--- src/verilog/efb_pkg.sv ---
// How it works
// - block input sampled once per program cycle
// - pick-up without block raises start, timing
// - optional second-harmonic inrush blocks trip only
// - harmonic limit set in 0.01 percent steps
// - block at pick-up gives blocked, no start
// - block during start drops start, release runs
// - definite or inverse time characteristic selectable
// - six on/off events for start, trip, blocked
// - per event on/off storage selection mask
// - events carry time stamp of occurrence
// - clearable counters for start, trip, blocked
// - twelve-deep circular fault record store
// - record holds time, event, currents, group
// - pick-up above level, release below 97 percent
// - fault type holds phase, ground, direction
`default_nettype none
package efb_pkg;
	// ----------------------------------------
	// timing
	// ----------------------------------------
	localparam int CLK_MHZ         = 100;
	localparam int MS_NS           = 1000000;
	localparam int CLK_NS          = 1000 / CLK_MHZ;
	localparam int MS_CLKS         = MS_NS / CLK_NS;
	localparam int CYCLE_MS        = 5;
	localparam int BLOCK_LEAD_MS   = 5;
	localparam int PRE_TRIG_MS     = 20;
	localparam int PRE_FAULT_MS    = 200;
	localparam int PRE_TRIG_TICKS  = PRE_TRIG_MS / CYCLE_MS;
	localparam int PRE_FAULT_TICKS = PRE_FAULT_MS / CYCLE_MS;
	// ----------------------------------------
	// thresholds and sizes
	// ----------------------------------------
	localparam int RESET_PCT   = 97;
	localparam int PCT_FULL    = 100;
	localparam int HARM_SCALE  = 10000;
	localparam int REC_DEPTH   = 12;
	localparam int EVT_N       = 6;
	// ----------------------------------------
	// register offsets
	// ----------------------------------------
	localparam logic [7:0] REG_CTRL     = 8'h00;
	localparam logic [7:0] REG_PICKUP   = 8'h04;
	localparam logic [7:0] REG_DELAY    = 8'h08;
	localparam logic [7:0] REG_RELEASE  = 8'h0c;
	localparam logic [7:0] REG_HLIMIT   = 8'h10;
	localparam logic [7:0] REG_EVTMASK  = 8'h14;
	localparam logic [7:0] REG_IRQSTAT  = 8'h18;
	localparam logic [7:0] REG_IRQMASK  = 8'h1c;
	localparam logic [7:0] REG_STATUS   = 8'h20;
	localparam logic [7:0] REG_CNTSTART = 8'h24;
	localparam logic [7:0] REG_CNTTRIP  = 8'h28;
	localparam logic [7:0] REG_CNTBLK   = 8'h2c;
	localparam logic [7:0] REG_RECSEL   = 8'h30;
	localparam logic [7:0] REG_RECTIME  = 8'h34;
	localparam logic [7:0] REG_RECINFO  = 8'h38;
	localparam logic [7:0] REG_RECPRE   = 8'h3c;
	localparam logic [7:0] REG_RECFLT   = 8'h40;
	localparam logic [7:0] REG_RECPRF   = 8'h44;
	localparam logic [7:0] REG_RECREM   = 8'h48;
	localparam logic [7:0] REG_TIME     = 8'h4c;
	// ----------------------------------------
	// fields and reset values
	// ----------------------------------------
	localparam int CTRL_IDMT    = 0;
	localparam int CTRL_INRUSH  = 1;
	localparam int CTRL_CLRCNT  = 2;
	localparam logic [15:0] PICKUP_RST  = 16'h04b0;
	localparam logic [15:0] DELAY_RST   = 16'h0014;
	localparam logic [15:0] RELEASE_RST = 16'h0000;
	localparam logic [15:0] HLIMIT_RST  = 16'h0001;
	localparam logic [5:0]  EVTMASK_RST = 6'h3f;
	// event bit order: start on/off, trip on/off, block on/off
	localparam int EV_START_ON = 0;
	localparam int EV_TRIP_ON  = 2;
	localparam int EV_BLK_ON   = 4;
	typedef enum logic [1:0] {
		EFB_REC_NONE  = 2'h0,
		EFB_REC_START = 2'h1,
		EFB_REC_TRIP  = 2'h3,
		EFB_REC_BLK   = 2'h2
	} efb_rec_t;
endpackage : efb_pkg
`default_nettype wire

--- src/verilog/efb_stage.sv ---
`default_nettype none
module efb_stage
	import efb_pkg::*;
#(
	parameter int MEAS_W   = 16,
	parameter int MS_COUNT = MS_CLKS
) (
	// clock and reset
	input  wire logic              core_clk,
	input  wire logic              sys_rst,
	// register port
	input  wire logic [7:0]        reg_addr,
	input  wire logic [31:0]       reg_wdata,
	input  wire logic              reg_wr,
	input  wire logic              reg_rd,
	output logic [31:0]            reg_rdata,
	// measurement and blocking matrix
	input  wire logic [MEAS_W-1:0] meas_mag,
	input  wire logic [MEAS_W-1:0] harm2_mag,
	input  wire logic [MEAS_W-1:0] fund_mag,
	input  wire logic              block_in,
	input  wire logic [1:0]        fault_phase,
	input  wire logic              fault_gnd,
	input  wire logic              fault_fwd,
	input  wire logic [2:0]        setting_group,
	// stage outputs
	output logic                   start_out,
	output logic                   trip_out,
	output logic                   blocked_out,
	output logic [EVT_N-1:0]       evt_out,
	output logic [31:0]            evt_time,
	output logic                   irq
);
	// ----------------------------------------
	// time base
	// ----------------------------------------
	logic [31:0] ms_cnt;
	logic [7:0]  cyc_cnt;
	logic [31:0] tstamp;
	logic        ms_tick;
	logic        tick;
	wire logic   ms_wrap  = (ms_cnt == 32'(MS_COUNT - 1));
	wire logic   cyc_wrap = (cyc_cnt == 8'(CYCLE_MS - 1));

	always_ff @(posedge core_clk or posedge sys_rst) begin
		if (sys_rst) begin
			ms_cnt  <= 32'h0;
			cyc_cnt <= 8'h0;
			tstamp  <= 32'h0;
			ms_tick <= 1'b0;
			tick    <= 1'b0;
		end else begin
			ms_cnt  <= ms_wrap ? 32'h0 : ms_cnt + 32'h1;
			ms_tick <= ms_wrap;
			tick    <= ms_tick & cyc_wrap;
			if (ms_tick) begin
				cyc_cnt <= cyc_wrap ? 8'h0 : cyc_cnt + 8'h1;
				tstamp  <= tstamp + 32'h1;
			end
		end
	end

	// ----------------------------------------
	// configuration registers
	// ----------------------------------------
	logic              idmt_mode;
	logic              inrush_en;
	logic [15:0]       pickup_set;
	logic [15:0]       delay_set;
	logic [15:0]       release_set;
	logic [15:0]       harm_limit;
	logic [EVT_N-1:0]  evt_mask;
	logic [EVT_N-1:0]  irq_mask;
	logic [3:0]        rec_sel;
	wire logic         wr_ctrl  = reg_wr && (reg_addr == REG_CTRL);
	wire logic         clr_cnt  = wr_ctrl && reg_wdata[CTRL_CLRCNT];

	always_ff @(posedge core_clk or posedge sys_rst) begin
		if (sys_rst) begin
			idmt_mode   <= 1'b0;
			inrush_en   <= 1'b0;
			pickup_set  <= PICKUP_RST;
			delay_set   <= DELAY_RST;
			release_set <= RELEASE_RST;
			harm_limit  <= HLIMIT_RST;
			evt_mask    <= EVTMASK_RST;
			irq_mask    <= '0;
			rec_sel     <= 4'h0;
		end else if (reg_wr) begin
			if (reg_addr == REG_CTRL) begin
				idmt_mode <= reg_wdata[CTRL_IDMT];
				inrush_en <= reg_wdata[CTRL_INRUSH];
			end else if (reg_addr == REG_PICKUP) begin
				pickup_set <= reg_wdata[15:0];
			end else if (reg_addr == REG_DELAY) begin
				delay_set <= reg_wdata[15:0];
			end else if (reg_addr == REG_RELEASE) begin
				release_set <= reg_wdata[15:0];
			end else if (reg_addr == REG_HLIMIT) begin
				harm_limit <= reg_wdata[15:0];
			end else if (reg_addr == REG_EVTMASK) begin
				evt_mask <= reg_wdata[EVT_N-1:0];
			end else if (reg_addr == REG_IRQMASK) begin
				irq_mask <= reg_wdata[EVT_N-1:0];
			end else if (reg_addr == REG_RECSEL) begin
				rec_sel <= reg_wdata[3:0];
			end
		end
	end

	// ----------------------------------------
	// pick-up, blocking and start decision
	// ----------------------------------------
	logic        pick;
	logic        inhib;
	logic        blk_s;
	logic [31:0] acc;
	logic [15:0] rel_cnt;
	wire logic [31:0] meas_pct  = 32'(meas_mag) * 32'(PCT_FULL);
	wire logic [31:0] set_pct   = 32'(pickup_set) * 32'(RESET_PCT);
	wire logic next_pick  = pick ? !(meas_pct < set_pct) : (32'(meas_mag) > 32'(pickup_set));
	wire logic next_inhib = next_pick & (inhib | block_in);
	wire logic next_start = next_pick & !next_inhib;
	wire logic next_blk   = next_pick & block_in;
	wire logic [47:0] harm_l = 48'(harm2_mag) * 48'(HARM_SCALE);
	wire logic [47:0] harm_r = 48'(fund_mag) * 48'(harm_limit);
	wire logic inrush_blk = inrush_en && (harm_l > harm_r);
	wire logic [31:0] target = idmt_mode ? 32'(pickup_set) * 32'(delay_set) : 32'(delay_set);
	wire logic [31:0] step   = idmt_mode ? 32'(meas_mag) : 32'h1;
	wire logic [31:0] acc_up = (acc + step > target) ? target : acc + step;
	wire logic reached    = next_start && (acc_up >= target);
	wire logic next_trip  = reached && !inrush_blk;
	wire logic [31:0] remain = target - acc;

	always_ff @(posedge core_clk or posedge sys_rst) begin
		if (sys_rst) begin
			pick        <= 1'b0;
			inhib       <= 1'b0;
			blk_s       <= 1'b0;
			start_out   <= 1'b0;
			trip_out    <= 1'b0;
			blocked_out <= 1'b0;
			acc         <= 32'h0;
			rel_cnt     <= 16'h0;
		end else if (tick) begin
			blk_s       <= block_in;
			pick        <= next_pick;
			inhib       <= next_inhib;
			start_out   <= next_start;
			trip_out    <= next_trip;
			blocked_out <= next_blk;
			if (next_start) begin
				acc     <= acc_up;
				rel_cnt <= 16'h0;
			end else if (acc != 32'h0) begin
				// release time runs the same after block or pick-up loss
				if (rel_cnt >= release_set) begin
					acc     <= 32'h0;
					rel_cnt <= 16'h0;
				end else begin
					rel_cnt <= rel_cnt + 16'h1;
				end
			end
		end
	end

	// ----------------------------------------
	// events, counters, interrupt
	// ----------------------------------------
	wire logic [EVT_N-1:0] edges = {
		blocked_out & !next_blk, !blocked_out & next_blk,
		trip_out & !next_trip, !trip_out & next_trip,
		start_out & !next_start, !start_out & next_start};
	wire logic [EVT_N-1:0] ev_now = tick ? edges : '0;
	logic [15:0]      cnt_start;
	logic [15:0]      cnt_trip;
	logic [15:0]      cnt_blk;
	logic [EVT_N-1:0] irq_stat;
	wire logic        rd_stat = reg_rd && (reg_addr == REG_IRQSTAT);

	always_ff @(posedge core_clk or posedge sys_rst) begin
		if (sys_rst) begin
			evt_out   <= '0;
			evt_time  <= 32'h0;
			cnt_start <= 16'h0;
			cnt_trip  <= 16'h0;
			cnt_blk   <= 16'h0;
			irq_stat  <= '0;
			irq       <= 1'b0;
		end else begin
			evt_out <= ev_now & evt_mask;
			if (tick) begin
				evt_time <= tstamp;
			end
			if (clr_cnt) begin
				cnt_start <= 16'h0;
				cnt_trip  <= 16'h0;
				cnt_blk   <= 16'h0;
			end else begin
				cnt_start <= cnt_start + 16'(ev_now[EV_START_ON]);
				cnt_trip  <= cnt_trip + 16'(ev_now[EV_TRIP_ON]);
				cnt_blk   <= cnt_blk + 16'(ev_now[EV_BLK_ON]);
			end
			// new event wins over the read clear
			irq_stat <= (rd_stat ? '0 : irq_stat) | ev_now;
			irq      <= |(((rd_stat ? '0 : irq_stat) | ev_now) & irq_mask);
		end
	end

	// ----------------------------------------
	// measurement history and fault records
	// ----------------------------------------
	logic [MEAS_W-1:0] hist [PRE_FAULT_TICKS];
	logic [31:0]       rec_time [REC_DEPTH];
	logic [8:0]        rec_info [REC_DEPTH];
	logic [MEAS_W-1:0] rec_pre  [REC_DEPTH];
	logic [MEAS_W-1:0] rec_flt  [REC_DEPTH];
	logic [MEAS_W-1:0] rec_prf  [REC_DEPTH];
	logic [31:0]       rec_rem  [REC_DEPTH];
	logic [3:0]        wr_ptr;
	logic [3:0]        rec_cnt;
	efb_rec_t          rec_kind;
	always_comb begin
		if (ev_now[EV_TRIP_ON]) begin
			rec_kind = EFB_REC_TRIP;
		end else if (ev_now[EV_START_ON]) begin
			rec_kind = EFB_REC_START;
		end else if (ev_now[EV_BLK_ON]) begin
			rec_kind = EFB_REC_BLK;
		end else begin
			rec_kind = EFB_REC_NONE;
		end
	end
	wire logic rec_wr = (rec_kind != EFB_REC_NONE);
	wire logic [3:0] ftype = {fault_phase, fault_gnd, fault_fwd};

	always_ff @(posedge core_clk) begin
		if (tick) begin
			hist[0] <= meas_mag;
		end
	end
	genvar gi;
	generate
		for (gi = 1; gi < PRE_FAULT_TICKS; gi++) begin : g_hist
			always_ff @(posedge core_clk) begin
				if (tick) begin
					hist[gi] <= hist[gi-1];
				end
			end
		end
	endgenerate

	always_ff @(posedge core_clk) begin
		if (rec_wr) begin
			rec_time[wr_ptr] <= tstamp;
			rec_info[wr_ptr] <= {setting_group, ftype, rec_kind};
			rec_pre[wr_ptr]  <= hist[PRE_TRIG_TICKS-1];
			rec_flt[wr_ptr]  <= meas_mag;
			rec_prf[wr_ptr]  <= hist[PRE_FAULT_TICKS-1];
			rec_rem[wr_ptr]  <= next_trip ? 32'h0 : remain;
		end
	end

	always_ff @(posedge core_clk or posedge sys_rst) begin
		if (sys_rst) begin
			wr_ptr  <= 4'h0;
			rec_cnt <= 4'h0;
		end else if (rec_wr) begin
			wr_ptr  <= (wr_ptr == 4'(REC_DEPTH - 1)) ? 4'h0 : wr_ptr + 4'h1;
			if (rec_cnt != 4'(REC_DEPTH)) begin
				rec_cnt <= rec_cnt + 4'h1;
			end
		end
	end

	// ----------------------------------------
	// register read
	// ----------------------------------------
	wire logic       sel_ok = (rec_sel < 4'(REC_DEPTH));
	wire logic [3:0] ri     = sel_ok ? rec_sel : 4'h0;
	logic [31:0]     rd_val;
	always_comb begin
		if (reg_addr == REG_CTRL) begin
			rd_val = {30'h0, inrush_en, idmt_mode};
		end else if (reg_addr == REG_PICKUP) begin
			rd_val = {16'h0, pickup_set};
		end else if (reg_addr == REG_DELAY) begin
			rd_val = {16'h0, delay_set};
		end else if (reg_addr == REG_RELEASE) begin
			rd_val = {16'h0, release_set};
		end else if (reg_addr == REG_HLIMIT) begin
			rd_val = {16'h0, harm_limit};
		end else if (reg_addr == REG_EVTMASK) begin
			rd_val = {26'h0, evt_mask};
		end else if (reg_addr == REG_IRQSTAT) begin
			rd_val = {26'h0, irq_stat};
		end else if (reg_addr == REG_IRQMASK) begin
			rd_val = {26'h0, irq_mask};
		end else if (reg_addr == REG_STATUS) begin
			rd_val = {19'h0, rec_cnt, wr_ptr, blk_s, pick, blocked_out, trip_out, start_out};
		end else if (reg_addr == REG_CNTSTART) begin
			rd_val = {16'h0, cnt_start};
		end else if (reg_addr == REG_CNTTRIP) begin
			rd_val = {16'h0, cnt_trip};
		end else if (reg_addr == REG_CNTBLK) begin
			rd_val = {16'h0, cnt_blk};
		end else if (reg_addr == REG_RECSEL) begin
			rd_val = {28'h0, rec_sel};
		end else if (reg_addr == REG_RECTIME && sel_ok) begin
			rd_val = rec_time[ri];
		end else if (reg_addr == REG_RECINFO && sel_ok) begin
			rd_val = {23'h0, rec_info[ri]};
		end else if (reg_addr == REG_RECPRE && sel_ok) begin
			rd_val = 32'(rec_pre[ri]);
		end else if (reg_addr == REG_RECFLT && sel_ok) begin
			rd_val = 32'(rec_flt[ri]);
		end else if (reg_addr == REG_RECPRF && sel_ok) begin
			rd_val = 32'(rec_prf[ri]);
		end else if (reg_addr == REG_RECREM && sel_ok) begin
			rd_val = rec_rem[ri];
		end else if (reg_addr == REG_TIME) begin
			rd_val = tstamp;
		end else begin
			rd_val = 32'h0;
		end
	end

	always_ff @(posedge core_clk or posedge sys_rst) begin
		if (sys_rst) begin
			reg_rdata <= 32'h0;
		end else begin
			reg_rdata <= reg_rd ? rd_val : 32'h0;
		end
	end
endmodule : efb_stage
`default_nettype wire

--- config.mk ---
export PLATFORM = sky130hd
export DESIGN_NAME = efb_stage
export DESIGN_NICKNAME = d
export VERILOG_FILES = /design/src/verilog/efb_pkg.sv /design/src/verilog/efb_stage.sv
export SDC_FILE = /design/constraint.sdc
export NUM_CORES = 2
export LEC_CHECK = 0
export ABC_AREA = 1
export CORE_ASPECT_RATIO = 2
export CORE_MARGIN = 2
export CORE_UTILIZATION = 45
export CTS_CLUSTER_DIAMETER = 80
export DETAILED_ROUTE_END_ITERATION = 16
export DONT_BUFFER_PORTS = 1
export PLACE_DENSITY = 0.65
export SETUP_SLACK_MARGIN = 0.1
export SKIP_CTS_REPAIR_TIMING = 1
export SYNTH_ARGS = -nofsm -noshare
export SYNTH_HDL_FRONTEND = slang
export SYNTH_SLANG_ARGS = --single-unit
--- constraint.sdc ---
create_clock -name core_clk -period 25.5 [get_ports core_clk]
set_input_delay 6.375 -clock core_clk [delete_from_list [all_inputs] [get_ports core_clk]]
set_output_delay 6.375 -clock core_clk [all_outputs]
set_load 0.02 [all_outputs]
==> results by group <==
Drt
  – Via density per instance: 5.45
  – Remaining antenna violation count after routing: 0
  – Count of TritonRoute iterations in the first routing pass: 7
  – Detailed-route DRC error count: 0
  – Average wire length per cell after detail routing: 20.8 microns
  – WL final: 304000 microns
  – Number of DRC markers after the initial detailed-route iteration: 7895
  – Detailed-route via count: 79696

Global routing
  – Number of antenna violations at the first check in global routing: 16
  – Final global-route overflow total: 0
  – Via count of the first global-routing pass: 77845
  – Pin count of the biggest net entering global routing: 216
  – Total global routing track utilization: 21.7%
  – Wire length of the first global-routing pass: 464000 microns

Place
  – Global placement routability congestion: 0.917
  – Port Buffers: 0
  – Post-DP HPWL: 191000 microns
  – Cell area reported after detailed placement: 126000 sq um

Logic synthesis
  – Post-synthesis area per instance: 11.1 sq um
  – Total of flip-flops plus latches after synthesis: 2435
  – Top flip-flop cell by instance count after synthesis: sky130_fd_sc_hd__edfxtp_1
  – Number of instances in the synthesized netlist: 11062
  – Async set or reset register ratio after synthesis: 14.1%
  – EDFF count, synth: 2092
  – Sequential share of the synthesized area: 58.3%
  – Net count after synthesis: 12213
  – Post-synthesis compound-gate area fraction: 7.56%
  – Area share of xor/xnor cells in the synthesized design: 1.41%
  – Adder-Cell Fraction of Synth Area: 13.4%
  – Dominant combinational cell family by area after synthesis: adder cells
  – Cell area after technology mapping: 123000 sq um
  – Area share of and/or/nand/nor cells after synthesis: 12.9%
  – Multiplexer share of the synthesized area: 0%
  – Count of cell types in the netlist: 69
  – Number of warnings printed during yosys synthesis: 0

Clock tree
  – Worst-case clock buffer depth: 4
  – CTS Buf Count: 220
  – Clock sink count: 2435
  – Clock tree from TritonCTS: built
  – Clock-pin slew on the worst setup and hold paths: 0.06 ns
  – H-tree lvl count: 4
  – Clock latency at the later pin of the worst-skew pair: 0.90 ns
  – Clock tree root buffer cell: sky130_fd_sc_hd__clkbuf_16

Pwr
  – Worst IR Drop VDD: 0.0000623 V
  – Clock Power Share: 37.4%
  – Reported leakage power: 54.6 nW
  – Internal power: 0.00665 W
  – Combinational share of power: 12.8%
  – Switching fraction of total power: 25.2%
  – Sequential share of power: 49.8%
  – NetSw: 0.00224 W
  – Cell Pwr Density: 66.9 nW/um^2

Floorplan
  – Die extent in x: 373 microns
  – Standard cell core area: 272000 sq um
  – FP Rows: 271
  – # IOs: 174
  – Full die area: 277000 sq um
  – Height of the chip: 742 microns
  – Starting utilization of the core area: 45.1%

Setup path
  – Register-to-register setup slack: 10.82 ns
  – Arrival time reported for the critical path endpoint: 16.46 ns
  – Critical Path Start: fund_mag[13]
  – Nature of the critical path startpoint: input pin
  – Capturing element type of the critical path: register
  – Most used cell, CP: sky130_fd_sc_hd__fa_1
  – R2R Path Start: pickup_set[7]
  – CP max FO: 53
  – Classification of the worst setup path: in -> reg
  – Largest stage delay on the critical path: 0.91 ns
  – Terminus of the critical flop-to-flop path: rec_flt[11][6]
  – Worst-path cell with the longest stage delay: sky130_fd_sc_hd__buf_4
  – R2R cell count: 50
  – Req. time, crit path: 26.00 ns

STA
  – Achievable Freq: 62.7 MHz
  – Max Clock Skew: 0.106 ns
  – Transition time at the pin with the least slew margin: 1.27 ns
  – Total negative setup slack: 0 ns
  – Relative slew slack: 15.1%
  – Number of hold violations in the final report: 0
  – Slew Viols, Final: 0
  – Final Setup Violations: 0
  – Period Utilization, post-route: 62.6%
  – Min cycle time layout: 15.96 ns
  – Setup repair after global routing missed its margin: no

Layout
  – Area of all placed cells without fillers: 133000 sq um
  – Final net count: 12052
  – Most common library cell in the layout ignoring fill and taps: sky130_fd_sc_hd__nand2_1
  – Syn-to-layout area delta: 8.46%
  – Commonest non-fill, non-tap cells in the layout: sky130_fd_sc_hd__nand2_1, sky130_fd_sc_hd__edfxtp_1, sky130_fd_sc_hd__inv_1
  – Share of cells above drive strength 1: 4.88%

Worst hold path
  – Origin of the worst min-delay path: hist[18][2]
  – Instance count along the most critical hold path: 0
  – Worst hold path type: reg -> reg
  – End point of the most critical hold path: hist[19][2]

Job
  – Max Cap Viol: 0

Outcome
  – Run status: finished clean
-- cells by family (layout without fill, tap and decap cells) --
group | after synthesis | after routing
AOI/OAI and AO/OA | 1545 | 1545
xor gates and xnor gates | 198 | 198
adders and majority gates | 1051 | 1051
buffers and inverters | 1973 | 1991
DFF | 2435 | 2435
other | 0 | 7
and+or+nand+nor | 3860 | 3860
-- power groups by stage --
stage | sequential, W | clock (W) | combinational (W)
after detailed placement | 0.00451 | 0 | 0.00114
final | 0.00443 | 0.00332 | 0.00114
after global placement | 0.00451 | 0 | 0.00112
after floorplan | 0.00449 | 0 | 0.000859
after CTS | 0.00443 | 0.00338 | 0.00114
after global routing | 0.00443 | 0.00352 | 0.00131
-- critical path: cells and delay by family --
family | cells | cell delay [ns]
compound gates | 8 | 1.58
xor+xnor | 1 | 0.16
fa+ha+maj | 8 | 3.73
buf+inv | 8 | 2.34
simple gates | 7 | 2.06
-- worst max-delay path by stage --
stage / to / slack [ns] / cells after the start
2_1_floorplan: rec_flt[9][0] / 5.54 / 3
3_3_place_gp: rec_flt[11][6] / 8.75 / 35
3_5_place_dp: rec_flt[6][3] / 8.66 / 35
4_1_cts: rec_rem[8][4] / 9.54 / 35
5_1_grt: rec_rem[8][4] / 8.97 / 39
6_report: rec_flt[11][6] / 9.54 / 32
-- cell usage after synthesis (7+ instances only) --
master / instances / area [sq um]
sky130_fd_sc_hd__nand2_1: 2737 / 10300
sky130_fd_sc_hd__edfxtp_1: 2092 / 62800
sky130_fd_sc_hd__inv_1: 1478 / 5550
sky130_fd_sc_hd__ha_1: 607 / 7590
sky130_fd_sc_hd__a21oi_1: 581 / 2910
sky130_fd_sc_hd__o21ai_0: 487 / 2440
sky130_fd_sc_hd__nand3_1: 445 / 2230
sky130_fd_sc_hd__fa_1: 444 / 8890
sky130_fd_sc_hd__nor2_1: 367 / 1380
sky130_fd_sc_hd__dfrtp_1: 330 / 8260
sky130_fd_sc_hd__clkbuf_1: 210 / 788
sky130_fd_sc_hd__buf_2: 173 / 866
sky130_fd_sc_hd__xor2_1: 149 / 1310
sky130_fd_sc_hd__a32oi_1: 109 / 955
sky130_fd_sc_hd__nor3_1: 106 / 531
sky130_fd_sc_hd__nand4_1: 90 / 563
sky130_fd_sc_hd__a32o_1: 62 / 621
sky130_fd_sc_hd__buf_4: 61 / 458
sky130_fd_sc_hd__o221ai_1: 55 / 482
sky130_fd_sc_hd__o211ai_1: 52 / 390
sky130_fd_sc_hd__xnor2_1: 49 / 429
sky130_fd_sc_hd__nor4_1: 39 / 244
sky130_fd_sc_hd__buf_1: 37 / 139
sky130_fd_sc_hd__a22oi_1: 33 / 248
sky130_fd_sc_hd__o22ai_1: 27 / 169
sky130_fd_sc_hd__or2_2: 25 / 156
sky130_fd_sc_hd__o21a_1: 20 / 150
sky130_fd_sc_hd__a31oi_1: 16 / 100
sky130_fd_sc_hd__a211oi_1: 15 / 113
sky130_fd_sc_hd__nand3b_1: 15 / 113
sky130_fd_sc_hd__dfstp_2: 13 / 342
sky130_fd_sc_hd__a21o_1: 12 / 90.1
sky130_fd_sc_hd__o21ai_1: 11 / 55.1
sky130_fd_sc_hd__o21bai_1: 10 / 75.1
sky130_fd_sc_hd__a21boi_0: 8 / 60.1
sky130_fd_sc_hd__o21ai_2: 8 / 70.1
sky130_fd_sc_hd__o31ai_1: 7 / 52.6
-- registers in the layout, indices dropped and copies added (netlist names), 8 cells and up --
name,cells
ms_cnt,32
rel_cnt,16
rec_info,108
hist,640
cnt_trip,16
rec_pre,192
rec_rem,384
cnt_blk,16
cnt_start,16
delay_set,16
cyc_cnt,8
rec_prf,192
rec_flt,192
pickup_set,16
release_set,16
acc,32
rec_time,384
reg_rdata,32
evt_time,32
tstamp,32
harm_limit,16
-- cell type report --
type	count	area, sq um
Multi-Input combinational cell	6654	43300
Sequential cell	2435	71400
Timing Repair Buffer	105	888
Antenna cell	7	17.5
Inverter	1485	5660
Tap cell	3549	4440
Clock buffer	266	5820
Clock inverter	135	1360
Fill cell	23879	139000
-- stage by stage --
| step | hold slack, ns | total power [W] | instances | worst slack [ns] | util (%) |
|---|---|---|---|---|---|
| 4_1_cts | 0.396 | 0.00895 | 14629 | 9.54 | 48.9 |
| 3_5_place_dp | 0.405 | 0.00565 | 14228 | 8.66 | 46.3 |
| 2_1_floorplan | 0.400 | 0.00535 | 11062 | 5.54 | - |
| 5_1_grt | 0.403 | 0.00925 | 14630 | 8.97 | 48.9 |
| 6_report | 0.403 | 0.00889 | 14636 | 9.54 | 49.0 |
| 3_3_place_gp | 0.400 | 0.00563 | 14228 | 8.75 | 46.3 |
-- metal layers --
metal | routed length [microns] | track usage (%)
met2 | 142000 | 35.3
met4 | 9530 | 6.78
met5 | 70 | 0
met1 | 128000 | 29.6
met3 | 25000 | 3.72
No activity file was read; power rests on OpenSTA's default activity.
